==> src/iosad_pkg.sv <==
package iosad_pkg;

	// address space shape
	localparam int IO_LOCS = 64;
	localparam logic [7:0] BIT_OP_LAST = 8'h1F;
	localparam logic [7:0] DATA_IO_OFFSET = 8'h20;
	localparam logic [7:0] EXT_FIRST = 8'h60;
	localparam logic [7:0] RST_VAL = 8'h00;
	localparam int NFLAG = 8;

	// direct I/O addresses of the low map
	localparam logic [5:0] A_PORT_B_PIN = 6'h03;
	localparam logic [5:0] A_PORT_B_DIR = 6'h04;
	localparam logic [5:0] A_PORT_B_OUT = 6'h05;
	localparam logic [5:0] A_PORT_C_PIN = 6'h06;
	localparam logic [5:0] A_PORT_C_DIR = 6'h07;
	localparam logic [5:0] A_PORT_C_OUT = 6'h08;
	localparam logic [5:0] A_PORT_D_PIN = 6'h09;
	localparam logic [5:0] A_PORT_D_DIR = 6'h0A;
	localparam logic [5:0] A_PORT_D_OUT = 6'h0B;
	localparam logic [5:0] A_TIMER0_FLAGS = 6'h15;
	localparam logic [5:0] A_TIMER1_FLAGS = 6'h16;
	localparam logic [5:0] A_TIMER2_FLAGS = 6'h17;
	localparam logic [5:0] A_PIN_CHANGE_FLAGS = 6'h1B;
	localparam logic [5:0] A_EXT_IRQ_FLAGS = 6'h1C;
	localparam logic [5:0] A_EXT_IRQ_MASK = 6'h1D;
	localparam logic [5:0] A_SCRATCH0 = 6'h1E;
	localparam logic [5:0] A_NVM_CTL = 6'h1F;
	localparam logic [5:0] A_GLOBAL_TMR_CTL = 6'h23;
	localparam logic [5:0] A_TIMER0_CTL_A = 6'h24;
	localparam logic [5:0] A_TIMER0_CTL_B = 6'h25;
	localparam logic [5:0] A_TIMER0_COUNT = 6'h26;
	localparam logic [5:0] A_TIMER0_CMP_A = 6'h27;
	localparam logic [5:0] A_TIMER0_CMP_B = 6'h28;
	localparam logic [5:0] A_SCRATCH1 = 6'h2A;
	localparam logic [5:0] A_SCRATCH2 = 6'h2B;
	localparam logic [5:0] A_SPI_CTL = 6'h2C;
	localparam logic [5:0] A_SPI_STATUS = 6'h2D;
	localparam logic [5:0] A_SPI_DATA = 6'h2E;
	localparam logic [5:0] A_CMP_CTL = 6'h30;
	localparam logic [5:0] A_SLEEP_CTL = 6'h33;
	localparam logic [5:0] A_RESET_CAUSE = 6'h34;

	// field positions
	localparam int CMP_OUT_BIT = 5;
	localparam logic [7:0] FORCE_CMP_BITS = 8'hC0;

	// access kinds from the core
	typedef enum logic [2:0] {
		OP_IO_IN = 3'h0,
		OP_IO_OUT = 3'h1,
		OP_BIT_SET = 3'h2,
		OP_BIT_CLR = 3'h3,
		OP_SKIP_ONE = 3'h4,
		OP_SKIP_ZERO = 3'h5,
		OP_DATA_LOAD = 3'h6,
		OP_DATA_STORE = 3'h7
	} iosad_op_t;

	typedef struct packed {
		iosad_op_t op;
		logic [7:0] addr;
		logic [2:0] bit_idx;
		logic [7:0] wdata;
	} iosad_req_t;

	typedef struct packed {
		logic [7:0] b_dir;
		logic [7:0] b_out;
		logic [7:0] c_dir;
		logic [7:0] c_out;
		logic [7:0] d_dir;
		logic [7:0] d_out;
	} iosad_port_t;

	// bits software may store in the plain register array
	function automatic logic [7:0] rw_mask(input logic [5:0] a);
		case (a)
			A_PORT_B_DIR, A_PORT_B_OUT, A_PORT_D_DIR, A_PORT_D_OUT: rw_mask = 8'hFF;
			A_PORT_C_DIR, A_PORT_C_OUT: rw_mask = 8'h7F;
			A_EXT_IRQ_MASK: rw_mask = 8'h03;
			A_SCRATCH0, A_SCRATCH1, A_SCRATCH2: rw_mask = 8'hFF;
			A_NVM_CTL: rw_mask = 8'h3F;
			A_GLOBAL_TMR_CTL, A_TIMER0_COUNT: rw_mask = 8'hFF;
			A_TIMER0_CMP_A, A_TIMER0_CMP_B: rw_mask = 8'hFF;
			A_TIMER0_CTL_A: rw_mask = 8'hF3;
			A_TIMER0_CTL_B: rw_mask = 8'h0F;
			A_SPI_CTL, A_SPI_DATA: rw_mask = 8'hFF;
			A_SPI_STATUS: rw_mask = 8'h01;
			A_CMP_CTL: rw_mask = 8'hCF;
			A_SLEEP_CTL: rw_mask = 8'h0F;
			default: rw_mask = 8'h00;
		endcase
	endfunction : rw_mask

	// hardware-set flag registers: address, live bits, clear-on-zero kind
	function automatic logic [5:0] flag_addr(input int i);
		case (i)
			0: flag_addr = A_TIMER0_FLAGS;
			1: flag_addr = A_TIMER1_FLAGS;
			2: flag_addr = A_TIMER2_FLAGS;
			3: flag_addr = A_PIN_CHANGE_FLAGS;
			4: flag_addr = A_EXT_IRQ_FLAGS;
			5: flag_addr = A_SPI_STATUS;
			6: flag_addr = A_CMP_CTL;
			default: flag_addr = A_RESET_CAUSE;
		endcase
	endfunction : flag_addr

	function automatic logic [7:0] flag_mask(input int i);
		case (i)
			0, 2: flag_mask = 8'h07;
			1: flag_mask = 8'h27;
			3: flag_mask = 8'h07;
			4: flag_mask = 8'h03;
			5: flag_mask = 8'hC0;
			6: flag_mask = 8'h10;
			default: flag_mask = 8'h0F;
		endcase
	endfunction : flag_mask

	function automatic logic flag_w0c(input int i);
		flag_w0c = (i == NFLAG - 1);
	endfunction : flag_w0c

endpackage : iosad_pkg
==> src/iosad_decode.sv <==
`timescale 1ns/100ps
module iosad_decode (
	// request from the core
	input wire iosad_pkg::iosad_req_t req,
	// decoded access
	output wire logic [5:0] io_addr,
	output wire logic io_hit,
	output wire logic ext_hit,
	output wire logic is_wr,
	output wire logic is_test,
	output wire logic refuse,
	output wire logic [7:0] wmask,
	output wire logic [7:0] wval
);
	wire logic bit_op;
	wire logic data_op;
	wire logic io_op;
	wire logic low_io;
	wire logic data_in_io;
	wire logic [7:0] bit_sel;
	wire logic [7:0] data_io;

	// classify the access kind
	assign bit_op = req.op inside {iosad_pkg::OP_BIT_SET, iosad_pkg::OP_BIT_CLR,
		iosad_pkg::OP_SKIP_ONE, iosad_pkg::OP_SKIP_ZERO};
	assign data_op = req.op inside {iosad_pkg::OP_DATA_LOAD,
		iosad_pkg::OP_DATA_STORE};
	assign io_op = !bit_op && !data_op;

	// data space sees the I/O map shifted up by the offset
	assign data_io = req.addr - iosad_pkg::DATA_IO_OFFSET;
	assign low_io = req.addr < iosad_pkg::DATA_IO_OFFSET;
	assign data_in_io = !low_io && (req.addr < iosad_pkg::EXT_FIRST);
	assign io_addr = data_op ? data_io[5:0] : req.addr[5:0];

	// direct I/O reaches 64 locations only; bit forms only the low 32
	assign io_hit = (io_op && req.addr < 8'(iosad_pkg::IO_LOCS))
		|| (bit_op && req.addr <= iosad_pkg::BIT_OP_LAST)
		|| (data_op && data_in_io);
	assign ext_hit = data_op && !low_io && !data_in_io;
	assign refuse = !io_hit && !ext_hit;

	// single-bit forms touch only the chosen bit
	assign bit_sel = 8'h01 << req.bit_idx;
	assign is_wr = io_hit && (req.op inside {iosad_pkg::OP_IO_OUT,
		iosad_pkg::OP_BIT_SET, iosad_pkg::OP_BIT_CLR,
		iosad_pkg::OP_DATA_STORE});
	assign is_test = io_hit && (req.op inside {iosad_pkg::OP_SKIP_ONE,
		iosad_pkg::OP_SKIP_ZERO});
	assign wmask = (req.op inside {iosad_pkg::OP_BIT_SET,
		iosad_pkg::OP_BIT_CLR}) ? bit_sel : 8'hFF;
	assign wval = (req.op == iosad_pkg::OP_BIT_SET) ? bit_sel :
		(req.op == iosad_pkg::OP_BIT_CLR) ? 8'h00 : req.wdata;
endmodule : iosad_decode

==> src/iosad_flag_reg.sv <==
`timescale 1ns/100ps
module iosad_flag_reg #(
	parameter logic [7:0] MASK = 8'hFF
) (
	// clock and reset
	input wire logic mclk,
	input wire logic rst_n,
	// hardware events and software clears
	input wire logic [7:0] set,
	input wire logic [7:0] clr,
	// flag state
	output wire logic [7:0] q
);
	logic [7:0] q_r;
	wire logic [7:0] q_nxt;

	// a set in the same cycle as a clear wins, so no event is lost
	assign q_nxt = ((q_r & ~clr) | set) & MASK;
	assign q = q_r;

	always_ff @(posedge mclk or negedge rst_n) begin
		if (!rst_n) begin
			q_r <= iosad_pkg::RST_VAL;
		end else begin
			q_r <= q_nxt;
		end
	end
endmodule : iosad_flag_reg

==> src/iosad_io_decoder.sv <==
`timescale 1ns/100ps
module iosad_io_decoder (
	// clock and reset
	input wire logic mclk,
	input wire logic rst_n,
	// access request from the core
	input wire logic req_valid,
	input wire iosad_pkg::iosad_req_t req,
	// answer to the core
	output logic ack,
	output logic refused,
	output logic [7:0] rdata,
	output logic skip,
	// extended region, served elsewhere
	output logic ext_valid,
	output logic ext_we,
	output logic [7:0] ext_addr,
	output logic [7:0] ext_wdata,
	input wire logic [7:0] ext_rdata,
	// port pins and comparator level, asynchronous
	input wire logic [7:0] pin_b,
	input wire logic [6:0] pin_c,
	input wire logic [7:0] pin_d,
	input wire logic cmp_level,
	// hardware events per flag register, one bit per flag
	input wire logic [iosad_pkg::NFLAG-1:0][7:0] flag_evt,
	// register contents for the peripherals
	output iosad_pkg::iosad_port_t ports,
	output logic [7:0] ext_irq_mask,
	output logic [7:0] nvm_ctl,
	output logic [7:0] global_tmr_ctl,
	output logic [7:0] timer0_ctl_a,
	output logic [7:0] timer0_ctl_b,
	output logic [7:0] timer0_count,
	output logic [7:0] timer0_cmp_a,
	output logic [7:0] timer0_cmp_b,
	output logic [7:0] spi_ctl,
	output logic [7:0] spi_status_ctl,
	output logic [7:0] spi_data,
	output logic [7:0] cmp_ctl,
	output logic [7:0] sleep_ctl,
	output logic [1:0] timer0_force,
	// flag state for the interrupt logic of the core
	output logic [iosad_pkg::NFLAG-1:0][7:0] flags
);
	localparam int NSYNC = 24;

	// synchroniser stages
	logic [NSYNC-1:0] pin_meta_r;
	logic [NSYNC-1:0] pin_sync_r;

	// decoded request
	wire logic [5:0] io_addr;
	wire logic io_hit;
	wire logic ext_hit;
	wire logic is_wr;
	wire logic is_test;
	wire logic refuse;
	wire logic [7:0] wmask;
	wire logic [7:0] wval;
	wire logic wr_io;
	wire logic [7:0] store_mask;
	wire logic [7:0] merged;

	// storage
	logic [7:0] plain_r [0:iosad_pkg::IO_LOCS-1];
	logic [1:0] force_r;

	// read path
	wire logic [7:0] pin_b_s;
	wire logic [7:0] pin_c_s;
	wire logic [7:0] pin_d_s;
	wire logic cmp_s;
	logic [7:0] flag_rd;
	logic [7:0] live_rd;
	wire logic [7:0] rd_byte;
	wire logic bit_pick;

	// answer stage
	logic ack_r;
	logic refused_r;
	logic [7:0] rdata_r;
	logic skip_r;
	logic ack_nxt;
	logic [7:0] rdata_nxt;
	wire logic skip_nxt;
	logic ext_valid_r;
	logic ext_we_r;
	logic [7:0] ext_addr_r;
	logic [7:0] ext_wdata_r;

	// pins come from outside the clock domain: two flops before use
	always_ff @(posedge mclk or negedge rst_n) begin
		if (!rst_n) begin
			pin_meta_r <= '0;
			pin_sync_r <= '0;
		end else begin
			pin_meta_r <= {cmp_level, pin_d, pin_c, pin_b};
			pin_sync_r <= pin_meta_r;
		end
	end

	assign pin_b_s = pin_sync_r[7:0];
	assign pin_c_s = {1'b0, pin_sync_r[14:8]};
	assign pin_d_s = pin_sync_r[22:15];
	assign cmp_s = pin_sync_r[23];

	// address classification and write shaping
	iosad_decode u_decode (
		.req(req),
		.io_addr(io_addr),
		.io_hit(io_hit),
		.ext_hit(ext_hit),
		.is_wr(is_wr),
		.is_test(is_test),
		.refuse(refuse),
		.wmask(wmask),
		.wval(wval)
	);

	// a write lands only on a location the decoder accepted
	assign wr_io = req_valid && is_wr;
	assign store_mask = wmask & iosad_pkg::rw_mask(io_addr);
	// untouched bits keep their value, so one bit can change alone
	assign merged = (plain_r[io_addr] & ~store_mask)
		| (wval & store_mask);

	// plain storage; unmapped addresses have an empty mask and never change
	always_ff @(posedge mclk or negedge rst_n) begin
		if (!rst_n) begin
			for (int i = 0; i < iosad_pkg::IO_LOCS; i++) begin
				plain_r[i] <= iosad_pkg::RST_VAL;
			end
		end else if (wr_io) begin
			plain_r[io_addr] <= merged;
		end
	end

	// force-compare bits are write-only strobes, one cycle wide
	always_ff @(posedge mclk or negedge rst_n) begin
		if (!rst_n) begin
			force_r <= 2'h0;
		end else if (wr_io && io_addr == iosad_pkg::A_TIMER0_CTL_B) begin
			force_r <= 2'((wval & wmask & iosad_pkg::FORCE_CMP_BITS) >> 6);
		end else begin
			force_r <= 2'h0;
		end
	end

	// flag registers: hardware sets, software clears bit by bit
	for (genvar g = 0; g < iosad_pkg::NFLAG; g++) begin : g_flag
		localparam logic [5:0] FA = iosad_pkg::flag_addr(g);
		localparam logic [7:0] FM = iosad_pkg::flag_mask(g);
		localparam logic W0C = iosad_pkg::flag_w0c(g);
		wire logic hit;
		wire logic [7:0] clr;

		assign hit = wr_io && io_addr == FA;
		// writing one clears and zero keeps the flag; with W0C set, zero clears and one keeps
		assign clr = !hit ? 8'h00 :
			W0C ? (wmask & ~wval) : (wmask & wval);

		iosad_flag_reg #(
			.MASK(FM)
		) u_flag (
			.mclk(mclk),
			.rst_n(rst_n),
			.set(flag_evt[g]),
			.clr(clr),
			.q(flags[g])
		);
	end

	// fold the flag registers into the read byte
	always_comb begin
		flag_rd = 8'h00;
		for (int i = 0; i < iosad_pkg::NFLAG; i++) begin
			if (io_addr == iosad_pkg::flag_addr(i)) begin
				flag_rd = flag_rd | flags[i];
			end
		end
	end

	// live levels: synchronised pins and comparator output
	always_comb begin
		case (io_addr)
			iosad_pkg::A_PORT_B_PIN: live_rd = pin_b_s;
			iosad_pkg::A_PORT_C_PIN: live_rd = pin_c_s;
			iosad_pkg::A_PORT_D_PIN: live_rd = pin_d_s;
			iosad_pkg::A_CMP_CTL: live_rd = 8'(cmp_s) << iosad_pkg::CMP_OUT_BIT;
			default: live_rd = 8'h00;
		endcase
	end

	// reserved bits and addresses contribute nothing, so they read zero
	assign rd_byte = (plain_r[io_addr] & iosad_pkg::rw_mask(io_addr))
		| flag_rd | live_rd;

	// the test looks at one bit and nothing more
	assign bit_pick = rd_byte[req.bit_idx];
	assign skip_nxt = req_valid && is_test
		&& (bit_pick == (req.op == iosad_pkg::OP_SKIP_ONE));

	// answer: one cycle after an I/O access, one more for the ext region
	always_comb begin
		ack_nxt = (req_valid && !ext_hit) || ext_valid_r;
		if (ext_valid_r) begin
			rdata_nxt = ext_we_r ? 8'h00 : ext_rdata;
		end else if (req_valid && io_hit && !is_wr && !is_test) begin
			rdata_nxt = rd_byte;
		end else begin
			rdata_nxt = 8'h00;
		end
	end

	always_ff @(posedge mclk or negedge rst_n) begin
		if (!rst_n) begin
			ack_r <= 1'b0;
			refused_r <= 1'b0;
			rdata_r <= iosad_pkg::RST_VAL;
			skip_r <= 1'b0;
		end else begin
			ack_r <= ack_nxt;
			refused_r <= req_valid && refuse;
			rdata_r <= rdata_nxt;
			skip_r <= skip_nxt;
		end
	end

	// the ext region is handed on registered; it is never reached by I/O
	always_ff @(posedge mclk or negedge rst_n) begin
		if (!rst_n) begin
			ext_valid_r <= 1'b0;
			ext_we_r <= 1'b0;
			ext_addr_r <= 8'h00;
			ext_wdata_r <= 8'h00;
		end else begin
			ext_valid_r <= req_valid && ext_hit;
			ext_we_r <= req.op == iosad_pkg::OP_DATA_STORE;
			ext_addr_r <= req.addr;
			ext_wdata_r <= req.wdata;
		end
	end

	assign ack = ack_r;
	assign refused = refused_r;
	assign rdata = rdata_r;
	assign skip = skip_r;
	assign ext_valid = ext_valid_r;
	assign ext_we = ext_we_r;
	assign ext_addr = ext_addr_r;
	assign ext_wdata = ext_wdata_r;
	assign timer0_force = force_r;

	// register contents straight from the storage flops
	assign ports.b_dir = plain_r[iosad_pkg::A_PORT_B_DIR];
	assign ports.b_out = plain_r[iosad_pkg::A_PORT_B_OUT];
	assign ports.c_dir = plain_r[iosad_pkg::A_PORT_C_DIR];
	assign ports.c_out = plain_r[iosad_pkg::A_PORT_C_OUT];
	assign ports.d_dir = plain_r[iosad_pkg::A_PORT_D_DIR];
	assign ports.d_out = plain_r[iosad_pkg::A_PORT_D_OUT];
	assign ext_irq_mask = plain_r[iosad_pkg::A_EXT_IRQ_MASK];
	assign nvm_ctl = plain_r[iosad_pkg::A_NVM_CTL];
	assign global_tmr_ctl = plain_r[iosad_pkg::A_GLOBAL_TMR_CTL];
	assign timer0_ctl_a = plain_r[iosad_pkg::A_TIMER0_CTL_A];
	assign timer0_ctl_b = plain_r[iosad_pkg::A_TIMER0_CTL_B];
	assign timer0_count = plain_r[iosad_pkg::A_TIMER0_COUNT];
	assign timer0_cmp_a = plain_r[iosad_pkg::A_TIMER0_CMP_A];
	assign timer0_cmp_b = plain_r[iosad_pkg::A_TIMER0_CMP_B];
	assign spi_ctl = plain_r[iosad_pkg::A_SPI_CTL];
	assign spi_status_ctl = plain_r[iosad_pkg::A_SPI_STATUS];
	assign spi_data = plain_r[iosad_pkg::A_SPI_DATA];
	assign cmp_ctl = plain_r[iosad_pkg::A_CMP_CTL];
	assign sleep_ctl = plain_r[iosad_pkg::A_SLEEP_CTL];

endmodule : iosad_io_decoder

==> config.mk <==
export PLATFORM = sky130hd
export DESIGN_NAME = iosad_io_decoder
export DESIGN_NICKNAME = d
export VERILOG_FILES = /design/src/iosad_pkg.sv /design/src/iosad_decode.sv /design/src/iosad_flag_reg.sv /design/src/iosad_io_decoder.sv
export SDC_FILE = /design/constraint.sdc
export NUM_CORES = 1
export LEC_CHECK = 0
export BUFFER_PORTS_ARGS = -buffer_cell sky130_fd_sc_hd__buf_2
export CORE_UTILIZATION = 58
export CTS_BUF_LIST = sky130_fd_sc_hd__clkbuf_16
export DETAILED_ROUTE_END_ITERATION = 8
export HOLD_SLACK_MARGIN = 0.12
export PLACE_DENSITY = 0.8
export SLEW_MARGIN = 0
export SYNTH_ARGS = -nofsm -noshare
export SYNTH_HDL_FRONTEND = slang
export SYNTH_SLANG_ARGS = --single-unit
==> constraint.sdc <==
create_clock -name mclk -period 3.1 [get_ports mclk]
set_clock_uncertainty 0.05 [all_clocks]
set_input_delay 0.62 -clock mclk [delete_from_list [all_inputs] [get_ports mclk]]
set_output_delay 0.62 -clock mclk [all_outputs]
set_load 0.05 [all_outputs]
==> results_dict.tcl <==
set metrics [dict create \
    r2r_end "skip$_DFF_PN0_" \
    yosysMostFrequentCell "dfrtp_1" \
    n_antenna_cell 0 \
    drc 0 \
    ys_types 71 \
    worst_setup_path_start_kind "input port" \
    status "finished with violations" \
    hold_end "g_flag[0].u_flag.q[1]$_DFF_PN0_" \
    slew_viol_final 0 \
    hold_violations 0 \
    reg2reg_from "ports[10]$_DFFE_PN0P_" \
    cp-end-kind "flip-flop" \
    holdPathStages 2 \
    die_h_microns 216.7 \
    syn_area_per_cell_sq_um 12.50 \
    insertion_delay_ps 630 \
    ys_seq_elements 613 \
    stdcell_count 2964 \
    crit_required_ps 3550 \
    drv_cap 0 \
    vias 17523 \
    reg2reg_depth 10 \
    drt_iter0_markers 2041 \
    power_density_nw_per_um2 557.0 \
    yosys_warnings 0 \
    area_growth_syn_to_layout_pct 19.22 \
    grt.total_usage_pct 33.82 \
    finalHoldWorstSlack_ps 133.8 \
    synthFlopType "dfrtp_1" \
    grt_max_degree 82 \
    cts_tree "yes" \
    slowest_stage "mux2_1" \
    antenna_found_initial 0 \
    violations "negative setup slack" \
    crit_fanout 22 \
    core-area_sq_um 45380 \
    ys_seq_area_share_pct 57.39 \
    cts-htree-levels 2 \
    rsz0062_at_grt "true" \
    crit_type "input port to flip-flop" \
    ir_drop_mv 0.7739 \
    fin_tns_setup_ps -28.25 \
    hold_class "input port to flip-flop" \
    drive_gt1_share_pct 44.04 \
    rows 78 \
    place_hpwl_microns 56360 \
    tightestPinTransition_ps 858.2 \
    dp.cells 2788 \
    wl_microns 78260 \
    synth_area_leader_cell "dfrtp_1" \
    nNetsFinal 2447 \
    cts_buffers 58 \
    regToRegSetupSlack_ps 0 \
    path_cells "buf_12, buf_12, buf_4, buf_4, buf_4, buf_12, mux2i_2, o2bb2ai_1, a221oi_1, o22ai_1, nor3b_1, a21oi_1, a211o_1, nor4_2, mux2_1" \
    dieWidth_microns 216.7 \
    clock-root-buffer "clkbuf_16" \
    cpPeakStageDelay_ps 360 \
    ioPinCount 368 \
    syn-instance-count 2139 \
    layout_setup_ws_ps -28.25 \
    ant_nets 0 \
    io_buffers 283 \
    cts_buffer_depth 3 \
    cts.sinks 613 \
    synthTopCellsByCount "613 x dfrtp_1, 346 x clkbuf_1, 220 x mux2_2" \
    synth.area.top_cells "dfrtp_1 57%, mux2_2 9.3%, buf_4 5.6%" \
    place_congestion 1.018 \
    dieArea_sq_um 46950 \
    min-delay-start "flag_evt[1]" \
    slew_headroom_pct 42.67 \
    async_flop_share_pct 100.0 \
    synth-edff-count 0 \
    max_freq_mhz 319.7 \
    period_share_pct 100.9 \
    min_period_ps 3128 \
    setup_viol 1 \
    syn_area_sq_um 26730 \
    wl_per_cell_microns 26.40 \
    vias_per_cell 5.912 \
    critPathArrivalTime_ps 3580 \
    grt_pass1_wl_microns 116800 \
    drt_pre_antenna_iters 7 \
    clk_pin_slew_ps 70 \
    grt-ovfl-total 0 \
    synth_top_area_share_pct 57.39 \
    leakage_uw 0.01610 \
    grt_pass1_vias 18112 \
    start_util_pct 58.90 \
]
## power breakdown
group	leakage (uW)	internal (uW)	switching [uW]	total, uW
registers	0.00829	8090	58.0	8150
clock network	0.00102	4560	3210	7760
logic	0.00680	663	1170	1840
total	0.0161	13300	4440	17700
## state kept, by name, indices dropped and copies added (netlist names), 22 cells and up
signal           flops
pin_sync_r          24
plain_r            360
ports               48
pin_meta_r          24
g_flag.u_flag.q     22
## worst max-delay path by stage
stage | start | end | cells past startpoint
final | req[11] | skip$_DFF_PN0_ | 15
after CTS | req[11] | skip$_DFF_PN0_ | 14
after global placement | req[12] | skip$_DFF_PN0_ | 11
after floorplan | req[12] | skip$_DFF_PN0_ | 15
after detailed placement | req[20] | skip$_DFF_PN0_ | 13
after global routing | req[11] | skip$_DFF_PN0_ | 13
## layout make-up
cell class              count  area [sq um]
well taps                 600         750.7
clock buffers              59          1476
flip-flops and latches    613         15340
repair buffers            667          4945
multi-input cells         964          8718
fillers                  2929         13520
inverters                  11         43.79
clock inverters            50         591.8
## placed cells by master (no fill, tap or decap), types with 6 or more instances in the layout
cell type,n
dlygate4sd3_1,45
nor3_2,6
buf_12,40
mux2_1,9
bufinv_16,13
dfrtp_1,613
a22o_1,16
nand4_1,13
clkinv_2,11
mux2i_1,100
inv_1,13
a21o_1,28
clkinv_1,12
buf_4,299
a221oi_1,17
o21ai_1,8
nor2_1,42
a211oi_1,11
ha_1,8
mux2i_2,6
nor3b_1,9
mux2_2,200
a222oi_1,14
nand2b_1,10
a22oi_1,37
a21oi_1,35
nor3_1,19
nand2_1,81
o22ai_1,19
nor2b_1,11
buf_2,279
conb_1,42
clkbuf_16,59
mux4_2,55
mux2_4,21
o2bb2ai_1,8
nand3_1,28
o21ai_0,15
## what timing repair did
item	in CTS	in global routing
cloned	0	0
resized for setup	20	23
endpoints found under the setup margin	1	5
hold buffers	45	0
setup buffers	8	15
endpoints found under the hold margin	109	0
pin swaps	3	9
## per-layer routing
metal / GRT usage (%) / wire, microns / vias up
met3: 7.621 / 6857 / 159
met5: 0 / 0 / -
met1: 47.21 / 31840 / 8937
met4: 12.51 / 2833 / 0
met2: 52.28 / 36730 / 983
li1: - / - / 7444
## critical path, delay by kind of cell
| kind | cells | cell delay [ps] |
|---|---|---|
| buffers and inverters | 6 | 810 |
| muxes | 2 | 660 |
| AOI/OAI and AO/OA | 5 | 960 |
| and+or+nand+nor | 2 | 510 |
## metrics by stage
| step | setup slack [ps] | util, % | cell area, sq um | power [uW] |
|---|---|---|---|---|
| after detailed placement | -927.7 | 63.92 | 29010 | 10020 |
| after floorplan | -351.3 | - | 27160 | 9248 |
| after global placement | -857.9 | 63.92 | 29010 | 9989 |
| after CTS | 12.24 | 69.78 | 31670 | 17770 |
| final | -28.25 | 70.22 | 31870 | 17750 |
| after global routing | -58.11 | 70.22 | 31870 | 18230 |
## logic make-up (layout without fill, tap and decap cells)
group	count (synthesis)	in the layout	synth area share, %
flip-flops	613	613	57.39
buffers and inverters	603	787	11.76
multiplexers	392	392	18.35
AND/OR/NAND/NOR	260	260	4.901
AO/OA/AOI/OAI	256	256	6.975
adder cells (fa/ha/maj)	11	11	0.5149
XOR/XNOR	3	3	0.09832
other	1	42	0.01403
(Power assumes the default switching activity.)
